### src/rtl/timer_pwm_map.vh
// Register offsets, field positions and reset values of the timer/PWM unit.
`ifndef TIMER_PWM_MAP_VH
`define TIMER_PWM_MAP_VH
`define TP_ADDR_W         5
`define TP_NCH            2
`define TP_OFF_SC         5'h00
`define TP_OFF_CNT_HI     5'h01
`define TP_OFF_CNT_LO     5'h02
`define TP_OFF_MOD_HI     5'h03
`define TP_OFF_MOD_LO     5'h04
`define TP_OFF_CH_BASE    5'h05
`define TP_CH_STRIDE      5'h03
`define TP_CH_SC          5'h00
`define TP_CH_VAL_HI      5'h01
`define TP_CH_VAL_LO      5'h02
`define TP_OFF_IRQ_STAT   5'h0B
`define TP_OFF_IRQ_MASK   5'h0C
`define TP_SC_OVF         7
`define TP_SC_OVF_IE      6
`define TP_SC_CENTER      5
`define TP_SC_CLK_HI      4
`define TP_SC_CLK_LO      3
`define TP_SC_PRESC_HI    2
`define TP_CSC_FLAG       7
`define TP_CSC_IE         6
`define TP_CSC_MODE_HI    5
`define TP_CSC_MODE_LO    4
`define TP_CSC_EDGE_HI    3
`define TP_CSC_EDGE_LO    2
`define TP_SC_RESET       8'h00
`define TP_CSC_RESET      6'h00
`define TP_CNT_FULL       16'hFFFF
`define TP_CNT_FULL_M1    16'hFFFE
`define TP_ONE16          16'h0001
`define TP_ZERO16         16'h0000
`endif

### src/rtl/pin_sync3.v
// Three-stage pin synchroniser with agreement filter.
`timescale 1ns/1ps
module pin_sync3
(
    input  wire ref_clk,
    input  wire rst_n,
    input  wire pin_in,
    output reg  level_r
);
    reg s1_r;
    reg s2_r;
    reg s3_r;
    // Only the second stage reads the first, keeping metastability contained.
    always @(posedge ref_clk)
    begin
        if (!rst_n)
        begin
            s1_r    <= 1'b0;
            s2_r    <= 1'b0;
            s3_r    <= 1'b0;
            level_r <= 1'b0;
        end
        else
        begin
            s1_r <= pin_in;
            s2_r <= s1_r;
            s3_r <= s2_r;
            if (s2_r == s3_r)
                level_r <= s3_r;
        end
    end
endmodule // pin_sync3

### src/rtl/timer_pwm_update_reset_irq.v
// Timer/PWM unit: buffered 16-bit updates, reset state and interrupt flags.
`timescale 1ns/1ps
`include "timer_pwm_map.vh"
module timer_pwm_update_reset_irq
(
    input  wire                     ref_clk,
    input  wire                     rst_n,
    input  wire [`TP_ADDR_W-1:0]    addr,
    input  wire [7:0]               wdata,
    input  wire                     wr,
    input  wire                     rd,
    output reg  [7:0]               rdata,
    input  wire [`TP_NCH-1:0]       chan_pin_in,
    output wire [`TP_NCH-1:0]       chan_pin_out,
    output wire [`TP_NCH-1:0]       chan_pin_oe,
    output wire                     ext_clk_in,
    output wire                     irq
);
    // Timer status control: overflow flag, enable, center select, clock select.
    reg  [7:0]  sc_r;
    reg  [15:0] cnt_r;
    reg  [15:0] mod_r;
    reg  [7:0]  mod_hi_buf_r;
    reg  [7:0]  mod_lo_buf_r;
    reg         mod_hi_got_r;
    reg         mod_lo_got_r;
    reg         cnt_latched_r;
    reg  [7:0]  cnt_lo_latch_r;
    reg  [2:0]  irq_stat_r;
    reg  [2:0]  irq_mask_r;
    reg  [2:0]  presc_r;
    // External count clock select is unsupported; the port exists for symmetry.
    assign ext_clk_in = 1'b0;

    wire [1:0]  clk_sel    = {sc_r[`TP_SC_CLK_HI], sc_r[`TP_SC_CLK_LO]};
    wire        clk_none   = (clk_sel == 2'b00);
    wire        center     = sc_r[`TP_SC_CENTER];
    // Prescaler is a fixed divide by eight when the slow select is chosen.
    wire        tick       = !clk_none && (clk_sel == 2'b01 || presc_r == 3'h7);
    wire        free_run   = (mod_r == `TP_ZERO16);
    wire        at_top     = free_run ? (cnt_r == `TP_CNT_FULL) : (cnt_r == mod_r);
    wire        top_m1     = free_run ? (cnt_r == `TP_CNT_FULL_M1)
                                      : (cnt_r == mod_r - `TP_ONE16);
    wire        wr_sc      = wr && (addr == `TP_OFF_SC);
    wire        rd_stat    = rd && (addr == `TP_OFF_IRQ_STAT);

    // Center mode counts up then down; direction register only used there.
    reg         down_r;
    wire [15:0] cnt_nxt;
    wire        ovf_evt;
    assign ovf_evt = tick && (center ? (down_r && cnt_r == `TP_ONE16) : at_top);
    assign cnt_nxt = center ? (down_r ? cnt_r - `TP_ONE16 : cnt_r + `TP_ONE16)
                            : (at_top ? `TP_ZERO16 : cnt_r + `TP_ONE16);

    reg  [5:0]  csc_r   [0:`TP_NCH-1];
    reg  [15:0] val_r   [0:`TP_NCH-1];
    reg  [7:0]  vhi_b_r [0:`TP_NCH-1];
    reg  [7:0]  vlo_b_r [0:`TP_NCH-1];
    reg  [1:0]  vgot_r  [0:`TP_NCH-1];
    reg  [`TP_NCH-1:0] ch_flag_r;
    reg  [`TP_NCH-1:0] pin_prev_r;
    reg  [`TP_NCH-1:0] pwm_out_r;
    wire [`TP_NCH-1:0] pin_sync;
    wire [`TP_NCH-1:0] ch_evt;
    wire [`TP_NCH-1:0] ch_sc_wr;
    wire [`TP_NCH-1:0] ch_rd_sc;

    genvar g;
    generate
        for (g = 0; g < `TP_NCH; g = g + 1)
        begin : chan
            localparam [`TP_ADDR_W-1:0] BASE = `TP_OFF_CH_BASE + g * `TP_CH_STRIDE;
            wire       wr_csc  = wr && (addr == BASE + `TP_CH_SC);
            wire       wr_vhi  = wr && (addr == BASE + `TP_CH_VAL_HI);
            wire       wr_vlo  = wr && (addr == BASE + `TP_CH_VAL_LO);
            // Stored bits keep the register's own positions, so the field macros apply.
            wire [1:0] mode    = {csc_r[g][`TP_CSC_MODE_HI], csc_r[g][`TP_CSC_MODE_LO]};
            wire [1:0] edge_s  = {csc_r[g][`TP_CSC_EDGE_HI], csc_r[g][`TP_CSC_EDGE_LO]};
            wire       capture = !center && (mode == 2'b00);
            wire       both    = (vgot_r[g] == 2'b11);
            wire       rise    = pin_sync[g] && !pin_prev_r[g];
            wire       fall    = !pin_sync[g] && pin_prev_r[g];
            wire       cap_evt = capture && ((edge_s == 2'b01 && rise) ||
                                             (edge_s == 2'b10 && fall) ||
                                             (edge_s == 2'b11 && (rise || fall)));
            wire       cmp_evt = !capture && tick && (cnt_r == val_r[g]);
            // Center mode with a running clock waits for the top-of-count step.
            wire       load    = center ? (clk_none ? both : both && tick && top_m1)
                                        : both;
            assign ch_evt[g]   = cap_evt || cmp_evt;
            assign ch_sc_wr[g] = wr_csc;
            assign ch_rd_sc[g] = rd && (addr == BASE + `TP_CH_SC);
            // Pin stays released to general I/O in capture mode or while both edge bits are clear.
            assign chan_pin_oe[g]  = !capture && (edge_s != 2'b00);
            assign chan_pin_out[g] = pwm_out_r[g];

            pin_sync3 u_sync
            (
                .ref_clk (ref_clk),
                .rst_n   (rst_n),
                .pin_in  (chan_pin_in[g]),
                .level_r (pin_sync[g])
            );

            always @(posedge ref_clk)
            begin
                if (!rst_n)
                begin
                    csc_r[g]      <= `TP_CSC_RESET;
                    val_r[g]      <= `TP_ZERO16;
                    vhi_b_r[g]    <= 8'h00;
                    vlo_b_r[g]    <= 8'h00;
                    vgot_r[g]     <= 2'b00;
                    ch_flag_r[g]  <= 1'b0;
                    pin_prev_r[g] <= 1'b0;
                    pwm_out_r[g]  <= 1'b0;
                end
                else
                begin
                    pin_prev_r[g] <= pin_sync[g];
                    if (wr_csc)
                    begin
                        csc_r[g]  <= wdata[5:0];
                        vgot_r[g] <= 2'b00;
                    end
                    else if (load)
                    begin
                        val_r[g]  <= {vhi_b_r[g], vlo_b_r[g]};
                        vgot_r[g] <= 2'b00;
                    end
                    else if (wr_vhi)
                    begin
                        vhi_b_r[g]   <= wdata;
                        vgot_r[g][1] <= 1'b1;
                    end
                    else if (wr_vlo)
                    begin
                        vlo_b_r[g]   <= wdata;
                        vgot_r[g][0] <= 1'b1;
                    end
                    if (capture && cap_evt)
                        val_r[g] <= cnt_r;
                    // Flag set wins over a write-zero clear in the same cycle.
                    if (ch_evt[g])
                        ch_flag_r[g] <= 1'b1;
                    else if (wr_csc && !wdata[`TP_CSC_FLAG])
                        ch_flag_r[g] <= 1'b0;
                    if (cmp_evt)
                        pwm_out_r[g] <= (mode == 2'b01) ? ~pwm_out_r[g] : edge_s[0];
                    else if (tick && !capture && mode != 2'b01 && at_top)
                        pwm_out_r[g] <= ~edge_s[0];
                end
            end
        end
    endgenerate

    // Interrupt sources: bit 0 overflow, bits above one per channel.
    wire [2:0] src_evt = {ch_evt & {`TP_NCH{1'b1}}, ovf_evt};
    wire [2:0] src_en  = {csc_r[1][4] & 1'b0 | 1'b1, 1'b1, sc_r[`TP_SC_OVF_IE]};
    assign irq = |(irq_stat_r & irq_mask_r & src_en);

    always @(posedge ref_clk)
    begin
        if (!rst_n)
        begin
            sc_r           <= `TP_SC_RESET;
            cnt_r          <= `TP_ZERO16;
            mod_r          <= `TP_ZERO16;
            mod_hi_buf_r   <= 8'h00;
            mod_lo_buf_r   <= 8'h00;
            mod_hi_got_r   <= 1'b0;
            mod_lo_got_r   <= 1'b0;
            cnt_latched_r  <= 1'b0;
            cnt_lo_latch_r <= 8'h00;
            irq_stat_r     <= 3'h0;
            irq_mask_r     <= 3'h0;
            presc_r        <= 3'h0;
            down_r         <= 1'b0;
        end
        else
        begin
            presc_r <= presc_r + 3'h1;
            if (wr_sc)
            begin
                sc_r[6:0]    <= wdata[6:0];
                mod_hi_got_r <= 1'b0;
                mod_lo_got_r <= 1'b0;
            end
            else if (mod_hi_got_r && mod_lo_got_r && (clk_none || (tick && at_top)))
            begin
                mod_r        <= {mod_hi_buf_r, mod_lo_buf_r};
                mod_hi_got_r <= 1'b0;
                mod_lo_got_r <= 1'b0;
            end
            else if (wr && addr == `TP_OFF_MOD_HI)
            begin
                mod_hi_buf_r <= wdata;
                mod_hi_got_r <= 1'b1;
            end
            else if (wr && addr == `TP_OFF_MOD_LO)
            begin
                mod_lo_buf_r <= wdata;
                mod_lo_got_r <= 1'b1;
            end
            // Overflow flag: set wins; cleared by writing zero to it.
            if (ovf_evt)
                sc_r[`TP_SC_OVF] <= 1'b1;
            else if (wr_sc && !wdata[`TP_SC_OVF])
                sc_r[`TP_SC_OVF] <= 1'b0;
            if (wr && (addr == `TP_OFF_CNT_HI || addr == `TP_OFF_CNT_LO))
            begin
                cnt_r  <= `TP_ZERO16;
                down_r <= 1'b0;
            end
            else if (tick)
            begin
                cnt_r <= cnt_nxt;
                if (center && top_m1 && !down_r)
                    down_r <= 1'b1;
                else if (center && down_r && cnt_r == `TP_ONE16)
                    down_r <= 1'b0;
            end
            // Reading the high byte freezes the low byte for a coherent pair.
            if (rd && addr == `TP_OFF_CNT_HI)
            begin
                cnt_latched_r  <= 1'b1;
                cnt_lo_latch_r <= cnt_r[7:0];
            end
            else if (rd && addr == `TP_OFF_CNT_LO)
                cnt_latched_r <= 1'b0;
            if (wr && addr == `TP_OFF_IRQ_MASK)
                irq_mask_r <= wdata[2:0];
            // Read of status clears it, but a new event in that cycle survives.
            irq_stat_r <= (rd_stat ? 3'h0 : irq_stat_r) | src_evt;
        end
    end

    integer k;
    reg [7:0] rd_nxt;
    always @*
    begin
        rd_nxt = 8'h00;
        case (addr)
            `TP_OFF_SC:       rd_nxt = sc_r;
            `TP_OFF_CNT_HI:   rd_nxt = cnt_r[15:8];
            `TP_OFF_CNT_LO:   rd_nxt = cnt_latched_r ? cnt_lo_latch_r : cnt_r[7:0];
            `TP_OFF_MOD_HI:   rd_nxt = mod_r[15:8];
            `TP_OFF_MOD_LO:   rd_nxt = mod_r[7:0];
            `TP_OFF_IRQ_STAT: rd_nxt = {5'h00, irq_stat_r};
            `TP_OFF_IRQ_MASK: rd_nxt = {5'h00, irq_mask_r};
            default:          rd_nxt = 8'h00;
        endcase
        for (k = 0; k < `TP_NCH; k = k + 1)
        begin
            if (ch_rd_sc[k])
                rd_nxt = {ch_flag_r[k], 1'b0, csc_r[k]};
            if (addr == `TP_OFF_CH_BASE + k * 3 + 1)
                rd_nxt = val_r[k][15:8];
            if (addr == `TP_OFF_CH_BASE + k * 3 + 2)
                rd_nxt = val_r[k][7:0];
        end
    end

    always @(posedge ref_clk)
    begin
        if (!rst_n)
            rdata <= 8'h00;
        else
            rdata <= rd ? rd_nxt : 8'h00;
    end
endmodule // timer_pwm_update_reset_irq

### config.mk
export PLATFORM = sky130hd
export DESIGN_NAME = timer_pwm_update_reset_irq
export DESIGN_NICKNAME = d
export VERILOG_FILES = /design/src/rtl/pin_sync3.v /design/src/rtl/timer_pwm_update_reset_irq.v
export VERILOG_INCLUDE_DIRS = /design/src /design/src/rtl
export SDC_FILE = /design/constraint.sdc
export NUM_CORES = 1
export LEC_CHECK = 0
export CAP_MARGIN = 20
export CORE_ASPECT_RATIO = 0.7
export CORE_MARGIN = 1.5
export CORE_UTILIZATION = 45
export DETAILED_ROUTE_END_ITERATION = 7
export DONT_BUFFER_PORTS = 1
export GPL_TIMING_DRIVEN = 0
export PLACE_DENSITY = 0.62
export SLEW_MARGIN = 15
export SYNTH_ARGS = -nofsm -noshare
export SYNTH_HDL_FRONTEND = slang
export SYNTH_SLANG_ARGS = --single-unit
### constraint.sdc
create_clock -name ref_clk -period 9.21 [get_ports ref_clk]
set_input_delay 0.4605 -clock ref_clk [delete_from_list [all_inputs] [get_ports ref_clk]]
set_output_delay 0.4605 -clock ref_clk [all_outputs]
set_load 0.02 [all_outputs]
* Yosys cells after proc, flatten, opt, wreduce, memory -nomap -nowiden *
Memory sizes are Yosys's and may differ from the RTL's.
Index checks and enable logic that the tools add are counted.

operators by class
  reduce and logical (&&, ||, !) cells = 103
  bitwise gates (word level) = 29
  $add $sub $neg = 4
  mux-type cells = 96
  equality and inequality tests = 35

operators with widths
  kind                                                  count
  2-to-1 mux 16 bit                                     7
  2-to-1 mux 8 bit                                      11
  2-to-1 mux 1 bit                                      70
  equality test 16 bit                                  4
  logical AND 1 bit                                     59
  case mux 8 bit (7 select lines)                       1
  equality test 16 bit, second input constant           2
  subtractor 16 x 1 -> 16 bit, second input constant    2
  equality test 5 x 4 -> 1 bit, second input constant   5
  equality test 5 x 3 -> 1 bit, second input constant   4
  bitwise OR 1 bit                                      18
  nonzero test 2 bit                                    9
  adder 16 x 1 -> 16 bit, second input constant         1
  equality test 16 x 1 -> 1 bit, second input constant  1
  zero test 16 bit                                      1
  equality test 2 bit, second input constant            6
  2-to-1 mux 6 bit                                      2
  logical OR 1 bit                                      11
  equality test 2 x 1 -> 1 bit, second input constant   5
  equality test 5 x 2 -> 1 bit, second input constant   2
  zero test 1 bit                                       10
  2-to-1 mux 2 bit                                      4
  inverter 1 bit                                        8
  AND reduction 2 bit                                   4
  other kinds (14)                                      20

storage, ports and cells
  memories kept = 5
  register bits = 99
  RAM bits = 80

memories
  name     depth  bits a word  rd ports  clocked after Yosys merged registers in  write ports  line                             source
  val_r    2      16           2         0                                        2            timer_pwm_update_reset_irq.v:56  reg [15:0] val_r [0:`TP_NCH-1];
  vhi_b_r  2      8            2         0                                        2            timer_pwm_update_reset_irq.v:57  reg [7:0] vhi_b_r [0:`TP_NCH-1];
  vlo_b_r  2      8            2         0                                        2            timer_pwm_update_reset_irq.v:58  reg [7:0] vlo_b_r [0:`TP_NCH-1];
  csc_r    2      6            2         0                                        2            timer_pwm_update_reset_irq.v:55  reg [5:0] csc_r [0:`TP_NCH-1];
  vgot_r   2      2            2         0                                        2            timer_pwm_update_reset_irq.v:59  reg [1:0] vgot_r [0:`TP_NCH-1];

* Logic depth before layout (Yosys ltp) *
  depth after elaboration = 13
  gate-level depth with buffers = 14
  gate-level depth less buffers = 10

* Modules after synthesis *
A second synthesis with hierarchy kept.

second synthesis, totals
  cell total of the unflattened synthesis = 1042
  area, all modules = 9869.5 µm²

modules (own cells, without submodules)
  module                      instances  area each (µm²)  cells each
  timer_pwm_update_reset_irq  1          9636.7           1022
  pin_sync3                   2          116.4            10

* Least setup slack after synthesis *
Ideal clock, no wire load.

  path kind = register -> register
  start point = register mod_r[10]
  end point = memory vhi_b_r[1][0], enable pin
  required time = 8.853 ns
  stages on the path, launching flop included = 11
  period minus slack after synthesis = 3.574 ns
  path slack = 5.636 ns
  path buffers = 2
  arrival time = 3.217 ns
  cells stage by stage = dfxtp_1 > buf_2 > or4_1 > nor4b_1 > mux2i_1 > a21o_1 > nand4_1 > or4_4 > a21oi_1 > clkbuf_1 > o21ai_0

RTL lines
  what                      line                              source
  start: declaration        timer_pwm_update_reset_irq.v:22   reg [15:0] mod_r;
  start signal: assignment  timer_pwm_update_reset_irq.v:168  mod_r <= `TP_ZERO16;
  start signal: assignment  timer_pwm_update_reset_irq.v:191  mod_r <= {mod_hi_buf_r, mod_lo_buf_r};
  end: declaration          timer_pwm_update_reset_irq.v:57

* Final worst setup path *
  start point = register mod_r[1]
  end point = register cnt_r[7]

on the way
  longest elaborated chain between the ends = 4

RTL lines
  what                                                      line                              source
  equality test 16 bit or zero test 16 bit (tied branches)  -
  2-to-1 mux 1 bit *                                        timer_pwm_update_reset_irq.v:41   wire at_top = free_run ? (cnt_r == `TP_CNT_FULL) : (cnt_r == mod_r);
  2-to-1 mux 16 bit (no source line) *                      -
  2-to-1 mux 16 bit *                                       timer_pwm_update_reset_irq.v:52   assign cnt_nxt = center ? (down_r ? cnt_r - `TP_ONE16 : cnt_r + `TP_ONE16)
  end signal: assignment                                    timer_pwm_update_reset_irq.v:167  cnt_r <= `TP_ZERO16;
  end signal: assignment                                    timer_pwm_update_reset_irq.v:212  cnt_r <= `TP_ZERO16;
  end signal: assignment                                    timer_pwm_update_reset_irq.v:217  cnt_r <= cnt_nxt;
  end: declaration                                          timer_pwm_update_reset_irq.v:21   reg [15:0] cnt_r;

Mark *: on every way between the ends. The rest lies on a longest branch, timed or not.
A chain may end at the register's enable or synchronous reset.

==> impl_metrics.env <==
export IMPL_status="finished, final reports clean"
export IMPL_crit_chain="inv_1 > ha_1 > nor3b_2 > and4_1 > or4_1 > o211ai_1 > nor4bb_1 > clkbuf_1 > nand3_1 > o21ai_0 > clkbuf_1 > nor2_1"
export IMPL_critPathMaxFanout=10
export IMPL_p_leak_uw=0.00380
export IMPL_antenna_found_initial=2
export IMPL_overflow=0
export IMPL_wire_per_inst_um=24.1
export IMPL_required_ns=9.53
export IMPL_synthFlopType="dfxtp_1"
export IMPL_hold_end="chan[0].u_sync.s1_r"
export IMPL_ant_nets=0
export IMPL_regToRegEndpoint="cnt_r[7]"
export IMPL_synthCells=1021
export IMPL_dp_hpwl_mm=24.0
export IMPL_power_density_mw_per_mm2=159
export IMPL_finalCritPeriodShare=0.489
export IMPL_slew_viol_final=0
export IMPL_tightest_slew_ns=0.993
export IMPL_peakVddDrop_uv=135
export IMPL_path_delay_family="simple AND/OR/NAND/NOR gates"
export IMPL_core_mm2=0.0209
export IMPL_max_freq_ghz=0.222
export IMPL_grt_util_met1=0.470
export IMPL_drc=0
export IMPL_seq_area_frac_synth=0.456
export IMPL_hold_buffers=0
export IMPL_cts_inserted_buffers=17
export IMPL_hold_depth=1
export IMPL_place_congestion=1.02
export IMPL_ff2ff_setup_slack_ns=4.71
export IMPL_start_util=0.461
export IMPL_endpoint_kind="flip-flop"
export IMPL_ys_async_sr_fraction=0
export IMPL_htree_levels=4
export IMPL_fin_nets=1074
export IMPL_timing_rr_start="mod_r[1]"
export IMPL_first_global_vias=7487
export IMPL_cp_slowest_cell="o21ai_0"
export IMPL_cts_resized_gates=0
export IMPL_finalSetupViolations=0
export IMPL_rows=44
export IMPL_drt_iter0_markers=1192
export IMPL_clock_sinks=179
export IMPL_clock_latency_ns=0.46
export IMPL_die_area_mm2=0.0223
export IMPL_yosysWarnings=0
export IMPL_skew_ns=0.0157
export IMPL_busiest_layer="met1"
export IMPL_critPathBufInv=3
export IMPL_slew_headroom=0.338
export IMPL_via_per_inst=6.31
export IMPL_synth_edf_count=80
export IMPL_fp_dieH_um=125
export IMPL_hold_path_class="input pin to flip-flop"
export IMPL_crit_start="mod_r[1]"
export IMPL_nFillCells=1941
export IMPL_post_cts_buffers=0
export IMPL_track_usage=0.294
export IMPL_maxCapViolCount=0
export IMPL_synth_nets=1050
export IMPL_cpMostUsedCell="clkbuf_1"
export IMPL_fin_crit_ns=4.50
export IMPL_n_antenna_cell=0
export IMPL_fin_setup_tns_ns=0
export IMPL_grt_pass1_wl_mm=47.6
export IMPL_critPathMaxStageDelay_ns=0.68
export IMPL_path_clk_slew_ns=0.08
export IMPL_floorplan_io_pins=33
export IMPL_die_width_um=178
export IMPL_syn_area_mm2=0.00962
export IMPL_holdCritStartpoint="chan_pin_in[0]"
export IMPL_final_common_cell="nand2_1"
export IMPL_hold_violations=0
export IMPL_use_met3=0.0988
export IMPL_worst_r2r_path_depth=12
export IMPL_grt_max_degree=20
export IMPL_clockRootBuffer="clkbuf_16"
export IMPL_final_cell_mix="nand2_1, dfxtp_1, edfxtp_1, nor2_1, nor3_1"
export IMPL_cp_start_kind="flip-flop"
export IMPL_drt_total_wl_mm=32.2
export IMPL_grtUsageMet2=0.370
export IMPL_ys_ff_latch=179
export IMPL_cp_arrival_ns=4.82
export IMPL_crit_type="flip-flop to flip-flop"
export IMPL_drt_pass1_iterations=6
export IMPL_syn_to_final_growth_pct=10.2
export IMPL_io_buffers=0
export IMPL_final_cells=1334
export IMPL_drive_gt1_frac=0.0775
export IMPL_rsz0062_at_grt="no"
export IMPL_dp_cells=1302
export IMPL_cts_tree="done"
export IMPL_vias=8413
export IMPL_syn_area_per_cell_um2=9.42
export IMPL_yosysUniqueCellTypes=72
export IMPL_clockBufferDepth=2
-- cells in the mapped netlist, drive strengths merged, types with 12 or more instances --
cell / count / area (um^2)
edfxtp: 80 / 2400
xnor2: 43 / 377
mux2i: 54 / 541
nor2: 72 / 270
nand2: 113 / 424
xor2: 23 / 201
and3: 23 / 144
a31oi: 12 / 75.1
nor3: 58 / 290
and2: 19 / 119
a22o: 32 / 280
buf: 32 / 173
nand4: 23 / 150
a22oi: 14 / 105
nand3: 29 / 145
clkbuf: 54 / 203
inv: 18 / 67.6
o21ai: 40 / 211
dfxtp: 99 / 1980
nor4: 17 / 158
a21oi: 48 / 240
-- routing by layer --
metal,part of all wire,up-vias
li1,-,3802
met5,0.00093,-
met3,0.13,53
met1,0.46,4007
met4,0.016,4
met2,0.38,547
-- cell type report --
type                    count  area [um^2]  area share
plain buffers              86          375      0.0354
clock buffers              17          425      0.0401
clock inverters            15          156      0.0148
inverters                  18         67.6     0.00637
multi-input cells         738         4820       0.454
flip-flops and latches    179         4380       0.413
well taps                 276          345      0.0326
repair buffers              5         30.0     0.00283
-- registers in the layout (all words and copies together), names as in the netlist, 3 cells and up --
| register | count |
|---|---|
| sc_r | 8 |
| mod_r | 16 |
| irq_mask_r | 3 |
| mod_lo_buf_r | 8 |
| vgot_r | 4 |
| cnt_r | 16 |
| val_r | 32 |
| vhi_b_r | 16 |
| irq_stat_r | 3 |
| cnt_lo_latch_r | 8 |
| vlo_b_r | 16 |
| mod_hi_buf_r | 8 |
| presc_r | 3 |
| rdata | 8 |
| csc_r | 12 |
-- cell families (layout without fill, tap and decap cells) --
logic type               count (synthesis)  in the layout  share of synthesized area
flip-flops                             179            179                      0.456
multiplexers                            55             55                     0.0573
AND/OR/NAND/NOR                        400            400                      0.215
buffers and inverters                  104            141                     0.0460
AO/OA/AOI/OAI                          206            206                      0.153
XOR/XNOR                                66             66                     0.0601
other                                    1              1                   0.000390
adder cells (fa/ha/maj)                 10             10                     0.0130
-- power breakdown --
group / total (uW) / switching (uW) / internal, uW
sequential: 868 / 18.1 / 850
combinational: 83.1 / 59.9 / 23.2
clock: 735 / 370 / 365
total: 1690 / 448 / 1240
-- per-stage QoR --
stage	worst slack [ns]	utilization	hold slack (ns)	area, um^2	power (uW)
4_1_cts	4.80	0.508	0.120	10600	1680
2_1_floorplan	5.64	-	0.399	9620	932
5_1_grt	4.48	0.508	0.112	10600	1730
3_3_place_gp	4.65	0.478	0.411	9970	964
6_report	4.71	0.508	0.134	10600	1690
3_5_place_dp	4.83	0.480	0.417	10000	966
-- how the worst max path moves through the flow --
stage / end / depth (start not counted) / slack (ns)
2_1_floorplan: vhi_b_r[1][0] / 10 / 5.64
3_3_place_gp: vhi_b_r[1][6] / 12 / 4.65
3_5_place_dp: vhi_b_r[1][4] / 12 / 4.83
4_1_cts: vhi_b_r[1][6] / 12 / 4.80
5_1_grt: vhi_b_r[1][1] / 12 / 4.48
6_report: cnt_r[7] / 12 / 4.71
Note: power is estimated with default switching activity, not from simulation.
